===== config.mk =====
export PLATFORM = sky130hd
export DESIGN_NAME = dog_unit
export DESIGN_NICKNAME = d
export VERILOG_FILES = /design/src/dog_prescaler.v /design/src/dog_unit.v
export VERILOG_INCLUDE_DIRS = /design/src
export SDC_FILE = /design/constraint.sdc
export NUM_CORES = 1
export LEC_CHECK = 0
export BUFFER_PORTS_ARGS = -buffer_cell sky130_fd_sc_hd__buf_4
export CORE_ASPECT_RATIO = 1.25
export CORE_MARGIN = 2
export CORE_UTILIZATION = 55
export DETAILED_ROUTE_END_ITERATION = 7
export PLACE_DENSITY = 0.82
export SLEW_MARGIN = 0
export SYNTH_ARGS = -nofsm -noshare
export SYNTH_HDL_FRONTEND = slang
export SYNTH_SLANG_ARGS = --single-unit

===== constraint.sdc =====
create_clock -name ref_clk_i -period 4.6 [get_ports ref_clk_i]
set_input_delay 0.46 -clock ref_clk_i [delete_from_list [all_inputs] [get_ports ref_clk_i]]
set_output_delay 0.46 -clock ref_clk_i [all_outputs]
set_load 0.01 [all_outputs]

===== src/dog_consts.vh =====
// register addresses, field positions, reset values and timing counts for the watchdog interval timer
`ifndef DOG_CONSTS_VH
`define DOG_CONSTS_VH
`define DOG_ADDR_CSR_W      32'hFFFFFE80
`define DOG_ADDR_CSR_R      32'hFFFFFE80
`define DOG_ADDR_CNT_R      32'hFFFFFE81
`define DOG_ADDR_RST_W      32'hFFFFFE82
`define DOG_ADDR_RST_R      32'hFFFFFE83
`define DOG_KEY_CNT         8'h5A
`define DOG_KEY_CSR         8'hA5
`define DOG_KEY_RST_CLR     8'hA5
`define DOG_KEY_RST_CFG     8'h5A
`define DOG_CSR_RESET       8'h18
`define DOG_CNT_RESET       8'h00
`define DOG_RST_RESET       8'h1F
`define DOG_CSR_ONES        8'h18
`define DOG_RST_ONES        8'h1F
`define DOG_BIT_FLAG        7
`define DOG_BIT_MODE        6
`define DOG_BIT_TME         5
`define DOG_BIT_CHIP_RESET_ENABLE        6
`define DOG_BIT_RESET_TYPE_SELECT        5
`define DOG_SIZE_BYTE       2'b00
`define DOG_SIZE_WORD       2'b01
`define DOG_SIZE_LONG       2'b10
`define DOG_PIN_CYCLES      10'd128
`define DOG_RST_CYCLES      10'd512
`define DOG_PRE_WIDTH       13
`endif


===== src/dog_prescaler.v =====
// free-running prescaler giving a one-cycle tick on the selected tap
`timescale 1ns/1ps
`include "dog_consts.vh"
module dog_prescaler (
    input  wire       ref_clk_i,
    input  wire       rst_n_i,
    input  wire [2:0] sel_i,
    output reg        tick_o
);
    reg  [`DOG_PRE_WIDTH-1:0] div_ff;
    reg  [`DOG_PRE_WIDTH-1:0] mask;

    // tap masks for /2 /64 /128 /256 /512 /1024 /4096 /8192
    always @* begin
        case (sel_i)
            3'h0:    mask = 13'h0001;
            3'h1:    mask = 13'h003F;
            3'h2:    mask = 13'h007F;
            3'h3:    mask = 13'h00FF;
            3'h4:    mask = 13'h01FF;
            3'h5:    mask = 13'h03FF;
            3'h6:    mask = 13'h0FFF;
            default: mask = 13'h1FFF;
        endcase
    end

    // divider never resets mid-run, so the first tick after enable may come early
    always @(posedge ref_clk_i or negedge rst_n_i) begin
        if (!rst_n_i) begin
            div_ff <= 13'h0000;
            tick_o <= 1'b0;
        end else begin
            div_ff <= div_ff + 13'h0001;
            tick_o <= ((div_ff & mask) == mask);
        end
    end
endmodule


===== src/dog_unit.v =====
// watchdog / interval timer: keyed registers, counter, overflow and reset outputs
// What this block does
// eight-bit up-counter advances while enabled
// wrap drives overflow pin or interrupt
// counter clears on reset, disable; kept in standby
// status top bits clear; clock select survives standby
// interval flag set only in interval mode
// interval flag cleared by read-one-write-zero
// mode bit: 0 interval, 1 watchdog
// enable low holds counter at zero
// status bits 4,3 read one always
// clock select picks eight divide taps
// reset control loads 1F, not internal
// watchdog flag set only in watchdog mode
// watchdog flag cleared by read-write-zero
// chip reset enable; counter/status reset anyway
// type bit picks power-on or manual
// word writes only, byte reads only
// key 5A counter, A5 status
// A5 00 clears flag; 5A loads bits
// pin 128 cycles, reset 512 cycles
// type zero power-on, one manual
// counter steps on prescaler tick
// no new wrap pulse when disabled, one per wrap; interrupt stays while flag stands
`timescale 1ns/1ps
`include "dog_consts.vh"
module dog_unit (
    input  wire        ref_clk_i,
    input  wire        rst_n_i,
    input  wire        standby_i,
    input  wire        bus_wr_i,
    input  wire        bus_rd_i,
    input  wire [1:0]  bus_size_i,
    input  wire [31:0] bus_addr_i,
    input  wire [15:0] bus_wdata_i,
    output reg  [7:0]  bus_rdata_o,
    output reg         overflow_output_pin_n_o,
    output reg         interval_interrupt_o,
    output reg         power_on_reset_o,
    output reg         manual_reset_o
);
    reg        rst_s1_ff;
    reg        rst_s2_ff;
    reg  [7:0] dog_counter_ff;
    reg        interval_wrap_flag_ff;
    reg        mode_select_bit_ff;
    reg        count_enable_bit_ff;
    reg  [2:0] clock_select_ff;
    reg        watchdog_wrap_flag_ff;
    reg        chip_reset_enable_ff;
    reg        reset_type_select_ff;
    reg        iflag_seen_ff;
    reg        wflag_seen_ff;
    reg  [9:0] pin_cnt_ff;
    reg  [9:0] rst_cnt_ff;
    reg        rst_type_ff;
    wire       tick;
    wire       rst_n;
    wire       wrap;
    wire       dog_wrap;
    wire       word_wr;
    wire       byte_rd;
    wire       wr_csr_addr;
    wire       wr_rst_addr;
    wire       wr_cnt;
    wire       wr_csr;
    wire       wr_rst_clr;
    wire       wr_rst_cfg;
    wire [7:0] csr_view;
    wire [7:0] rst_view;

    assign rst_n = rst_s2_ff;

    // reset release through two flops
    always @(posedge ref_clk_i or negedge rst_n_i) begin
        if (!rst_n_i) begin
            rst_s1_ff <= 1'b0;
            rst_s2_ff <= 1'b0;
        end else begin
            rst_s1_ff <= 1'b1;
            rst_s2_ff <= rst_s1_ff;
        end
    end

    dog_prescaler u_pre (
        .ref_clk_i (ref_clk_i),
        .rst_n_i   (rst_n),
        .sel_i     (clock_select_ff),
        .tick_o    (tick)
    );

    // bus decode: only word writes and byte reads are honoured
    assign word_wr     = bus_wr_i && (bus_size_i == `DOG_SIZE_WORD);
    assign byte_rd     = bus_rd_i && (bus_size_i == `DOG_SIZE_BYTE);
    assign wr_csr_addr = word_wr && (bus_addr_i == `DOG_ADDR_CSR_W);
    assign wr_rst_addr = word_wr && (bus_addr_i == `DOG_ADDR_RST_W);
    assign wr_cnt      = wr_csr_addr && (bus_wdata_i[15:8] == `DOG_KEY_CNT);
    assign wr_csr      = wr_csr_addr && (bus_wdata_i[15:8] == `DOG_KEY_CSR);
    assign wr_rst_clr  = wr_rst_addr && (bus_wdata_i == {`DOG_KEY_RST_CLR, 8'h00});
    assign wr_rst_cfg  = wr_rst_addr && (bus_wdata_i[15:8] == `DOG_KEY_RST_CFG);

    // counter wraps only on a tick while running; a write beats the tick
    assign wrap     = count_enable_bit_ff && tick && !wr_cnt && (dog_counter_ff == 8'hFF);
    assign dog_wrap = wrap && mode_select_bit_ff;

    assign csr_view = {interval_wrap_flag_ff, mode_select_bit_ff, count_enable_bit_ff,
                       2'b11, clock_select_ff};
    assign rst_view = {watchdog_wrap_flag_ff, chip_reset_enable_ff, reset_type_select_ff, 5'h1F};

    // counter: held at zero while disabled, kept through standby
    always @(posedge ref_clk_i or negedge rst_n) begin
        if (!rst_n) begin
            dog_counter_ff <= `DOG_CNT_RESET;
        end else if (dog_wrap && !chip_reset_enable_ff) begin
            dog_counter_ff <= `DOG_CNT_RESET;
        end else if (!count_enable_bit_ff && !standby_i) begin
            // standby clears the enable bit, but the count must survive until standby ends
            dog_counter_ff <= 8'h00;
        end else if (wr_cnt) begin
            dog_counter_ff <= bus_wdata_i[7:0];
        end else if (tick && !standby_i) begin
            dog_counter_ff <= dog_counter_ff + 8'h01;
        end
    end

    // control/status register; flag set wins over a concurrent clear
    always @(posedge ref_clk_i or negedge rst_n) begin
        if (!rst_n) begin
            interval_wrap_flag_ff <= 1'b0;
            mode_select_bit_ff    <= 1'b0;
            count_enable_bit_ff   <= 1'b0;
            clock_select_ff       <= 3'h0;
            iflag_seen_ff         <= 1'b0;
        end else if (standby_i || (dog_wrap && !chip_reset_enable_ff)) begin
            interval_wrap_flag_ff <= 1'b0;
            mode_select_bit_ff    <= 1'b0;
            count_enable_bit_ff   <= 1'b0;
            iflag_seen_ff         <= 1'b0;
        end else begin
            if (byte_rd && (bus_addr_i == `DOG_ADDR_CSR_R) && interval_wrap_flag_ff) begin
                iflag_seen_ff <= 1'b1;
            end
            if (wrap && !mode_select_bit_ff) begin
                interval_wrap_flag_ff <= 1'b1;
            end else if (wr_csr && iflag_seen_ff && !bus_wdata_i[`DOG_BIT_FLAG]) begin
                interval_wrap_flag_ff <= 1'b0;
                iflag_seen_ff         <= 1'b0;
            end
            if (wr_csr) begin
                mode_select_bit_ff  <= bus_wdata_i[`DOG_BIT_MODE];
                count_enable_bit_ff <= bus_wdata_i[`DOG_BIT_TME];
                clock_select_ff     <= bus_wdata_i[2:0];
            end
        end
    end

    // reset control register: only the external pin and standby reload it
    always @(posedge ref_clk_i or negedge rst_n) begin
        if (!rst_n) begin
            watchdog_wrap_flag_ff <= 1'b0;
            chip_reset_enable_ff  <= 1'b0;
            reset_type_select_ff  <= 1'b0;
            wflag_seen_ff         <= 1'b0;
        end else if (standby_i) begin
            watchdog_wrap_flag_ff <= 1'b0;
            chip_reset_enable_ff  <= 1'b0;
            reset_type_select_ff  <= 1'b0;
            wflag_seen_ff         <= 1'b0;
        end else begin
            if (byte_rd && (bus_addr_i == `DOG_ADDR_RST_R) && watchdog_wrap_flag_ff) begin
                wflag_seen_ff <= 1'b1;
            end
            if (dog_wrap) begin
                watchdog_wrap_flag_ff <= 1'b1;
            end else if (wr_rst_clr && wflag_seen_ff) begin
                watchdog_wrap_flag_ff <= 1'b0;
                wflag_seen_ff         <= 1'b0;
            end
            if (wr_rst_cfg) begin
                chip_reset_enable_ff <= bus_wdata_i[`DOG_BIT_CHIP_RESET_ENABLE];
                reset_type_select_ff <= bus_wdata_i[`DOG_BIT_RESET_TYPE_SELECT];
            end
        end
    end

    // pulse-width counters for the overflow pin and internal reset
    always @(posedge ref_clk_i or negedge rst_n) begin
        if (!rst_n) begin
            pin_cnt_ff  <= 10'd0;
            rst_cnt_ff  <= 10'd0;
            rst_type_ff <= 1'b0;
        end else begin
            if (dog_wrap) begin
                pin_cnt_ff <= `DOG_PIN_CYCLES;
            end else if (pin_cnt_ff != 10'd0) begin
                pin_cnt_ff <= pin_cnt_ff - 10'd1;
            end
            if (dog_wrap && chip_reset_enable_ff) begin
                rst_cnt_ff  <= `DOG_RST_CYCLES;
                rst_type_ff <= reset_type_select_ff;
            end else if (rst_cnt_ff != 10'd0) begin
                rst_cnt_ff <= rst_cnt_ff - 10'd1;
            end
        end
    end

    // registered outputs; interrupt is a level held while the flag stands
    always @(posedge ref_clk_i or negedge rst_n) begin
        if (!rst_n) begin
            overflow_output_pin_n_o <= 1'b1;
            interval_interrupt_o    <= 1'b0;
            power_on_reset_o        <= 1'b0;
            manual_reset_o          <= 1'b0;
            bus_rdata_o             <= 8'h00;
        end else begin
            overflow_output_pin_n_o <= !(dog_wrap || (pin_cnt_ff > 10'd1));
            interval_interrupt_o    <= interval_wrap_flag_ff || (wrap && !mode_select_bit_ff);
            power_on_reset_o        <= ((dog_wrap && chip_reset_enable_ff && !reset_type_select_ff) ||
                                        ((rst_cnt_ff > 10'd1) && !rst_type_ff));
            manual_reset_o          <= ((dog_wrap && chip_reset_enable_ff && reset_type_select_ff) ||
                                        ((rst_cnt_ff > 10'd1) && rst_type_ff));
            // read address decode, byte reads only
            if (byte_rd && (bus_addr_i == `DOG_ADDR_CSR_R)) begin
                bus_rdata_o <= csr_view;
            end else if (byte_rd && (bus_addr_i == `DOG_ADDR_CNT_R)) begin
                bus_rdata_o <= dog_counter_ff;
            end else if (byte_rd && (bus_addr_i == `DOG_ADDR_RST_R)) begin
                bus_rdata_o <= rst_view;
            end else begin
                bus_rdata_o <= 8'h00;
            end
        end
    end
endmodule


==> results.md, run 1 <==
STA:
- The worst pin sits at a relative slew slack of 36.4%.
- The clock period could shrink to 2.47 ns.
- The worst path uses 53.7% of the clock period.
- The highest attainable clock frequency is 405 MHz.
- The final count of hold timing violations is 0.
- Setup repair after global routing left no endpoint under its margin.
- The setup TNS after final layout is 0 ns.
- On the final layout, the worst clock skew is 0.0121 ns.
- The final max-slew violation count came to 0.
- The worst-margin pin slew is 0.945 ns.
- The number of failing setup endpoints in the final timing report is 0.

Synth:
- Synthesis produced a netlist with a net count of roughly 430.
- The fraction of registers with async set/reset is 100%.
- The top cell type's share of synthesized area is between 40% and 50%.
- By area the synthesized netlist is led by dfrtp_1, nand2_1, nor2_1.
- The part of the Yosys area used for sequential elements is 47.6%.
- The number of instances in the synthesized netlist is 372.
- The Yosys step of the flow raised 0 warnings.
- The mapped netlist covers between 0.003 and 0.004 mm^2.
- Counting flops and latches in the post-synthesis netlist gives 68.
- The mean instance size in the synthesized netlist is 9.61 um^2.
- For this run, the leading register cell type out of synthesis is dfrtp_1.
- The number of flops mapped to enable cells by yosys is 0.
- Of all cell types, the one taking the most synthesized area is dfrtp_1.
- The distinct cell type count of the synthesized netlist is 53.

Power:
- The analysis attributes to cell leakage a power of 1.92 nW.
- In this run, flip-flops and latches consume 51.3% of the power.
- The power density of the placed cells is 270 mW/mm^2.
- The share of power burned in combinational logic is 6.2%.
- The peak supply drop is 0.217 mV.
- Net switching is 23.5% of the power.
- Cell internal power was estimated by the tool at 902 uW.
- The power share of the clock group is 42.5%.
- For this design the total switching power over the nets is 277 uW.

Die:
- The number of top-level design ports is 67.
- The die span in x is 76.1 um.
- The height of the die is 94.2 um.
- In this run the standard cell core region covers 0.00625 mm^2.
- The floorplan has 32 rows.
- The initial utilization of the core area, before any placement, comes to between 50 and 60%.
- The area of the die is 0.00717 mm^2.

Clock network:
- After clock tree synthesis, the clock-pin slew on the worst setup and hold paths is around 0.080 ns.
- The clock root buffer is clkbuf_8.
- TritonCTS built the clock tree.
- Counting every sink on the clock net gives 68.
- The clock passes through at most 2 buffers.
- The deepest level of the CTS H-tree is 3.
- TritonCTS created 9 clock buffers.
- The insertion delay to the later sink of the worst-skew pair is between 0.3 and 0.4 ns.

Place:
- In this run the tool buffered the top-level ports with 66 buffer cells.
- The placer congestion estimate is 0.820.
- The number of placed instances, taps included is ~520.
- In this run the cell area measured after placement is 0.00415 mm^2.
- Once detailed placement completed, the half-perimeter wirelength came to 6.23 mm.

GRT:
- The maximum number of pins on one net before global-route repair is about 50.
- The initial antenna violation count is 0.
- The leftover overflow at the end of global routing is 0.
- The via count of the first global-routing pass came to between 3000 and 4000.
- The first global-routing pass estimated ~14 mm of wire.
- The global router's overall resource usage is 25.2%.

Drt:
- For this run, design rule violations remaining after detail routing come to 0.
- Once detail routing completed, the nets flagged for antenna violations numbered 0.
- The initial detailed-routing violation count is 179.
- After detailed routing, the wire length on met1 is approximately 3.4 mm.
- The first detailed-routing pass ran for 4 iterations.
- The via count is 3089.
- After detailed routing, the met3 layer carries 499 um of wire.
- In this run the top signal layer used is met4.
- Dividing the detail-routed wire length by the instance count gives 15.8 um.
- The vias per cell is 5.80.
- Summed over all layers, the routed wires come to roughly 8.4 mm.
- Wire segments on met2 add up to 4.37 mm in the final route.

Setup path:
- The data arrival time of the critical path is roughly 2.7 ns.
- The critical path is of the in -> reg type.
- The worst setup path is launched from an input pin.
- The worst register-to-register path has a depth of 7.
- For the worst setup path, the data required time is 4.84 ns.
- The endpoint type of the worst setup path is a register.
- In this run the worst path has a maximum fanout of 14.

Worst hold path:
- The path type of the worst min-delay path is reg -> async.

Cells and area:
- The top cell types in the final layout, fill and taps aside, are buf_4, dfrtp_1, nand2_1.
- The share of post-route cells with drive strength above 1 is 22.1%.
- The antenna cell count is 0.
- Summing all non-filler instances in the final layout gives an area of 0.00436 mm^2.
- The library cell used most frequently in the layout, excluding fill and tap cells, is buf_4.
- The final cell count without fillers is approximately 530.
- The layout overhead on the synthesized area is 21.9%.
- At the end of the flow, the number of nets in the layout was 504.

Job:
- Max-cap violations in this run came to 0.

Run status:
- The flow ran to the end, and the final reports show no timing, DRC or antenna violations.
## cell usage after synthesis, drive strengths merged, types with 4 or more instances
| cell | n |
|---|---|
| a21oi | 19 |
| and3 | 5 |
| buf | 4 |
| clkbuf | 4 |
| dfrtp | 67 |
| ha | 6 |
| inv | 11 |
| mux2 | 5 |
| mux2i | 7 |
| nand2 | 42 |
| nand2b | 4 |
| nand3 | 22 |
| nand3b | 5 |
| nand4 | 11 |
| nand4b | 5 |
| nor2 | 38 |
| nor2b | 6 |
| nor3 | 12 |
| nor4 | 14 |
| o21ai | 21 |
| or3 | 5 |
| or4 | 4 |
| or4bb | 4 |
| xnor2 | 13 |
| xor2 | 13 |
## stage by stage
stage | setup WS, ns | power (mW) | hold slack [ns] | utilization, %
2_1_floorplan | 2.42 | 0.639 | 0.164 | -
3_3_place_gp | 1.82 | 0.686 | 0.172 | 66.4
5_1_grt | 1.96 | 1.22 | 0.208 | 69.8
3_5_place_dp | 1.79 | 0.688 | 0.189 | 66.4
4_1_cts | 2.14 | 1.18 | 0.189 | 69.8
6_report | 2.13 | 1.18 | 0.178 | 69.8
## critical path, cell delays in order
cell     delay [ns]
buf_4          0.11
or4_4          0.55
nor4_4         0.25
nand4_1        0.53
and3_1         0.54
o211a_1        0.27
## final timing paths
kind | slack (ns) | to | start
worst max-delay path | 2.13 | wflag_seen_ff | bus_addr_i[3]
worst min-delay path | 0.18 | u_pre.div_ff[3] | rst_n
worst max register to register | 2.24 | pin_cnt_ff[8] | pin_cnt_ff[0]
worst min register to register | 0.18 | u_pre.div_ff[3] | rst_n
max in group asynchronous | 3.46 | rst_cnt_ff[3] | rst_n
min in group ref_clk_i | 0.36 | clock_select_ff[2] | bus_wdata_i[2]
## cell type report
cell class / count / area, um^2
Sequential cell: 68 / 1700
Inverter: 11 / 41.3
Multi-Input combinational cell: 285 / 1790
Tap cell: 85 / 106
Clock inverter: 6 / 63.8
Timing Repair Buffer: 68 / 513
Clock buffer: 10 / 138
Fill cell: 502 / 1890
## registers in the layout, summed over array words and instances, names as in the netlist, 3 cells and up
signal           count
u_pre.div_ff        13
clock_select_ff      3
dog_counter_ff       8
pin_cnt_ff          10
rst_cnt_ff          10
bus_rdata_o          8
## cell families (layout without fill, tap and decap cells)
group,count (synthesis),after routing,synth area share (%)
mux,12,12,3.53
xor+xnor,26,26,6.37
flops,68,68,47.6
compound gates,56,56,9.38
fa+ha+maj,6,6,2.10
simple gates,184,184,28.7
other cells,1,1,0.105
buf+inv,19,95,2.20
## routing by layer
metal,track usage [%],vias to the layer above
met5,0,-
met4,10.6,0
met3,6.54,20
met2,42.8,101
met1,30.8,1483
li1,-,1485
## power by group through the flow
stage               Clock [mW]  Sequential (mW)  Combinational, mW
floorplan                    0            0.621             0.0179
global placement             0            0.616             0.0697
detailed placement           0            0.616             0.0718
CTS                      0.506            0.605             0.0729
global route             0.534            0.605             0.0799
finish                   0.502            0.604             0.0730
## timing repair
action	4_1_cts	5_1_grt
buffers inserted	0	0
endpoints found under the hold margin	2	0
hold buffers	1	0
resized for setup	0	0
(Power assumes the default switching activity.)
==> run 2, diff against run 1 <==
--- a/config.mk
+++ b/config.mk
@@ -9,9 +9,9 @@
 export BUFFER_PORTS_ARGS = -buffer_cell sky130_fd_sc_hd__buf_4
 export CORE_ASPECT_RATIO = 1.25
 export CORE_MARGIN = 2
-export CORE_UTILIZATION = 55
+export CORE_UTILIZATION = 50
 export DETAILED_ROUTE_END_ITERATION = 7
-export PLACE_DENSITY = 0.82
+export PLACE_DENSITY = 0.79
 export SLEW_MARGIN = 0
 export SYNTH_ARGS = -nofsm -noshare
 export SYNTH_HDL_FRONTEND = slang
==> constraint.sdc (replaced) <==
create_clock -name ref_clk_i -period 2 [get_ports ref_clk_i]
set_input_delay 0.2 -clock ref_clk_i [delete_from_list [all_inputs] [get_ports ref_clk_i]]
set_output_delay 0.2 -clock ref_clk_i [all_outputs]
set_load 0.01 [all_outputs]
==> run 2 against run 1 <==
Clock power rose to 2.5 times the previous value. Flip-flop and latch count is the same. Critical path type is now reg -> reg. Hold slack got worse by 0.070 ns.
==> results.md, run 2 (synthesis gave the netlist of run 1 again) <==
STA:
- The setup TNS after final layout is 0 ns (unchanged).
- The worst slew margin relative to its limit came to 63.0% (+27 points).
- The final critical-path required period is 1.99 ns.
- The final max-slew violation count is 0 (unchanged).
- The highest attainable clock frequency is 503 MHz.
- The worst clock skew was 0.0104 ns (-0.00168 ns).
- The number of failing setup endpoints in the final timing report is 0 (unchanged).
- The worst-margin pin slew came to 0.555 ns (-0.390 ns).
- The final clock period utilization by the worst path is 99.5%.
- The final count of hold timing violations is 0 (unchanged).
- Setup repair after global routing could not meet its margin everywhere.

Clock network:
- The number of buffers on the longest clock path is 2 (unchanged).
- The insertion delay to the later sink of the worst-skew pair is 0.34 ns (about the same).
- The number of buffers inserted during clock tree synthesis is 9 (unchanged).
- The clock net sink count is 68 (unchanged).
- TritonCTS built the clock tree.
- The deepest level of the CTS H-tree is 3 (unchanged).
- The clock root buffer is clkbuf_8.
- The clock-pin transition on the worst setup and hold timing paths came to 0.08 ns (about the same).

Power:
- The power density of the placed cells is 602 mW/mm^2 (+120%).
- The peak supply drop is 0.529 mV (+140%).
- The total power consumption of the routed design is 2.82 mW (+140%).
- The static leakage is 2.09 nW (+8.9%).

Setup path:
- The data arrival time of the critical path is 2.22 ns (-0.49 ns).
- The setup slack of the worst register-to-register path came to 0.01 ns (-2.23 ns).
- The worst-case reg-to-reg path depth is 7 (unchanged).
- The signal on the critical path passes through inv_2, ha_4, or3b_4, or3_4, or3_4, mux2i_1, nor2_1.
- The endpoint type of the worst setup path is a register.
- The critical path depth is 7 (+1).
- The count of buffering cells on the critical path with inverters included came to 1 (unchanged).
- The endpoint identified for the worst register-to-register timing path is pin_cnt_ff[8].
- The cell that appears most often on the critical path is or3_4.
- The class of the most critical setup path is reg -> reg.
- The kind of start point of the critical path is a register.
- Grouping stages by cell kind, the critical path spends the most delay in simple AND/OR/NAND/NOR gates.
- The required time at the endpoint of the critical path is 2.23 ns (-2.61 ns).
- The largest individual stage delay along the critical path comes from the cell dfrtp_1.
- The largest stage delay on the critical path is 0.39 ns (-0.16 ns).
- The maximum fanout along the worst path is 2 (-12).
- The worst register-to-register path begins at pin_cnt_ff[0].

GRT:
- The maximum number of pins on one net before global-route repair came to 32 (-37%).
- The via count of the first global-routing pass is 3335 (+10%).
- The leftover overflow at the end of global routing was 0 (unchanged).
- The initial antenna violation count was 0 (unchanged).
- The wire length of the first global-routing pass is 15.2 mm (+7.0%).
- The global router's overall resource usage is 24.4% (-0.86 points).

Worst hold path:
- The cell count of the worst hold path is 2.
- In this run the most critical hold path is launched from bus_wdata_i[2].
- The path type of the worst min-delay path is in -> reg.
- The capture endpoint of the worst hold path is clock_select_ff[2].

Place:
- The placed wire-length estimate after detailed placement is 6.58 mm (+5.6%).
- The placer congestion estimate is 0.918 (+12%).
- The count of input and output buffers was 66 (unchanged).
- The number of placed instances, taps included was 547 (+6.0%).

Die:
- The number of placement rows came to 34 (+6.3%).
- The number of top-level design ports is 67 (unchanged).
- The area of the die came to 0.00785 mm^2 (+9.5%).
- The height of the die is 98.6 um (+4.7%).
- The initial standard-cell utilization of the core was 51.6% (-5.7 points).
- The core footprint was 0.00693 mm^2 (+11%).
- The die span in x was 79.6 um (+4.6%).

Cells and area:
- The most common cell after layout, fill and taps aside is buf_4.
- The register with the most flip-flops is u_pre.div_ff.
- In the final layout, the registers with the most flip-flops are u_pre.div_ff x13, pin_cnt_ff x10, rst_cnt_ff x10.
- The share of post-route cells with drive strength above 1 was 27.8% (+5.7 points).
- The final cell count without fillers is 565 (+6.0%).
- The flip-flop count of the largest register after layout is 13 (unchanged).
- The number of nets in the layout was 531 (+5.4%).
- In the layout the commonest cells are buf_4, dfrtp_1, nand2_1.
- Compared with the post-synthesis result, the final layout area differs by 31.0%.
- The antenna cell count is 0 (unchanged).

Drt:
- The first-pass iteration count of the detailed router is 4 (unchanged).
- The initial detailed-routing violation count came to 158 (-12%).
- The routed length per instance is 15.4 um (-2.0%).
- The residual DRC count came to 0 (unchanged).
- The via count is 3222 (+4.3%).
- The routed wire length is 8.73 mm (+3.9%).
- The remaining number of nets flagged by the antenna check after routing is 0 (unchanged).
- The vias per cell is 5.70 (-1.6%).

Job:
- The number of maximum-capacitance constraint violations was 0 (unchanged).

Run status:
- The flow ran to the end, and the final reports show no timing, DRC or antenna violations.
run 2: layout make-up:
cell class	instances	area, um^2
inverters	11	41.3
well taps	90	113
fillers	558	2250
multi-input cells	285	1830
clock buffers	10	138
flip-flops and latches	68	1700
clock inverters	6	87.6
repair buffers	95	766
run 2: routing by layer:
layer | global-route usage [%] | up-vias | share of wire, %
li1 | - | 1538 | -
met1 | 30.2 | 1558 | 40
met2 | 41.8 | 106 | 53
met3 | 4.30 | 20 | 4.6
met4 | 9.81 | 0 | 2.2
met5 | 0 | - | 0
run 2: worst max-delay path by stage:
stage                     slack [ns]           from                  to
after detailed placement       -0.16  bus_addr_i[3]  clock_select_ff[1]
after floorplan               -0.006  pin_cnt_ff[0]       pin_cnt_ff[8]
after global routing           -0.08  pin_cnt_ff[0]       pin_cnt_ff[8]
after global placement         -0.08  bus_addr_i[3]  clock_select_ff[0]
after CTS                      -0.02  pin_cnt_ff[1]       pin_cnt_ff[8]
final                           0.01  pin_cnt_ff[0]       pin_cnt_ff[8]
run 2: through the flow:
step           cell area (um^2)  utilization [%]  worst slack, ns  hold WS [ns]
6_report                   4680             67.5           0.0109         0.109
3_5_place_dp               4400             63.5           -0.159       -0.0166
2_1_floorplan              3580                -         -0.00572       -0.0956
5_1_grt                    4680             67.5          -0.0828        0.0921
4_1_cts                    4640             67.0          -0.0209        0.0949
3_3_place_gp               4400             63.5          -0.0832       -0.0160
run 2: report_power, final:
group          internal [mW]  total [mW]  switching (mW)
Sequential              1.38        1.39          0.0145
Combinational         0.0957       0.171          0.0757
Clock                  0.735        1.26           0.520
run 2: what timing repair did:
item,4_1_cts,5_1_grt
setup endpoints to repair,1,10
hold buffers,1,0
resized for setup,1,7
pin swaps,0,0
endpoints found under the hold margin,2,0
setup buffers,0,1
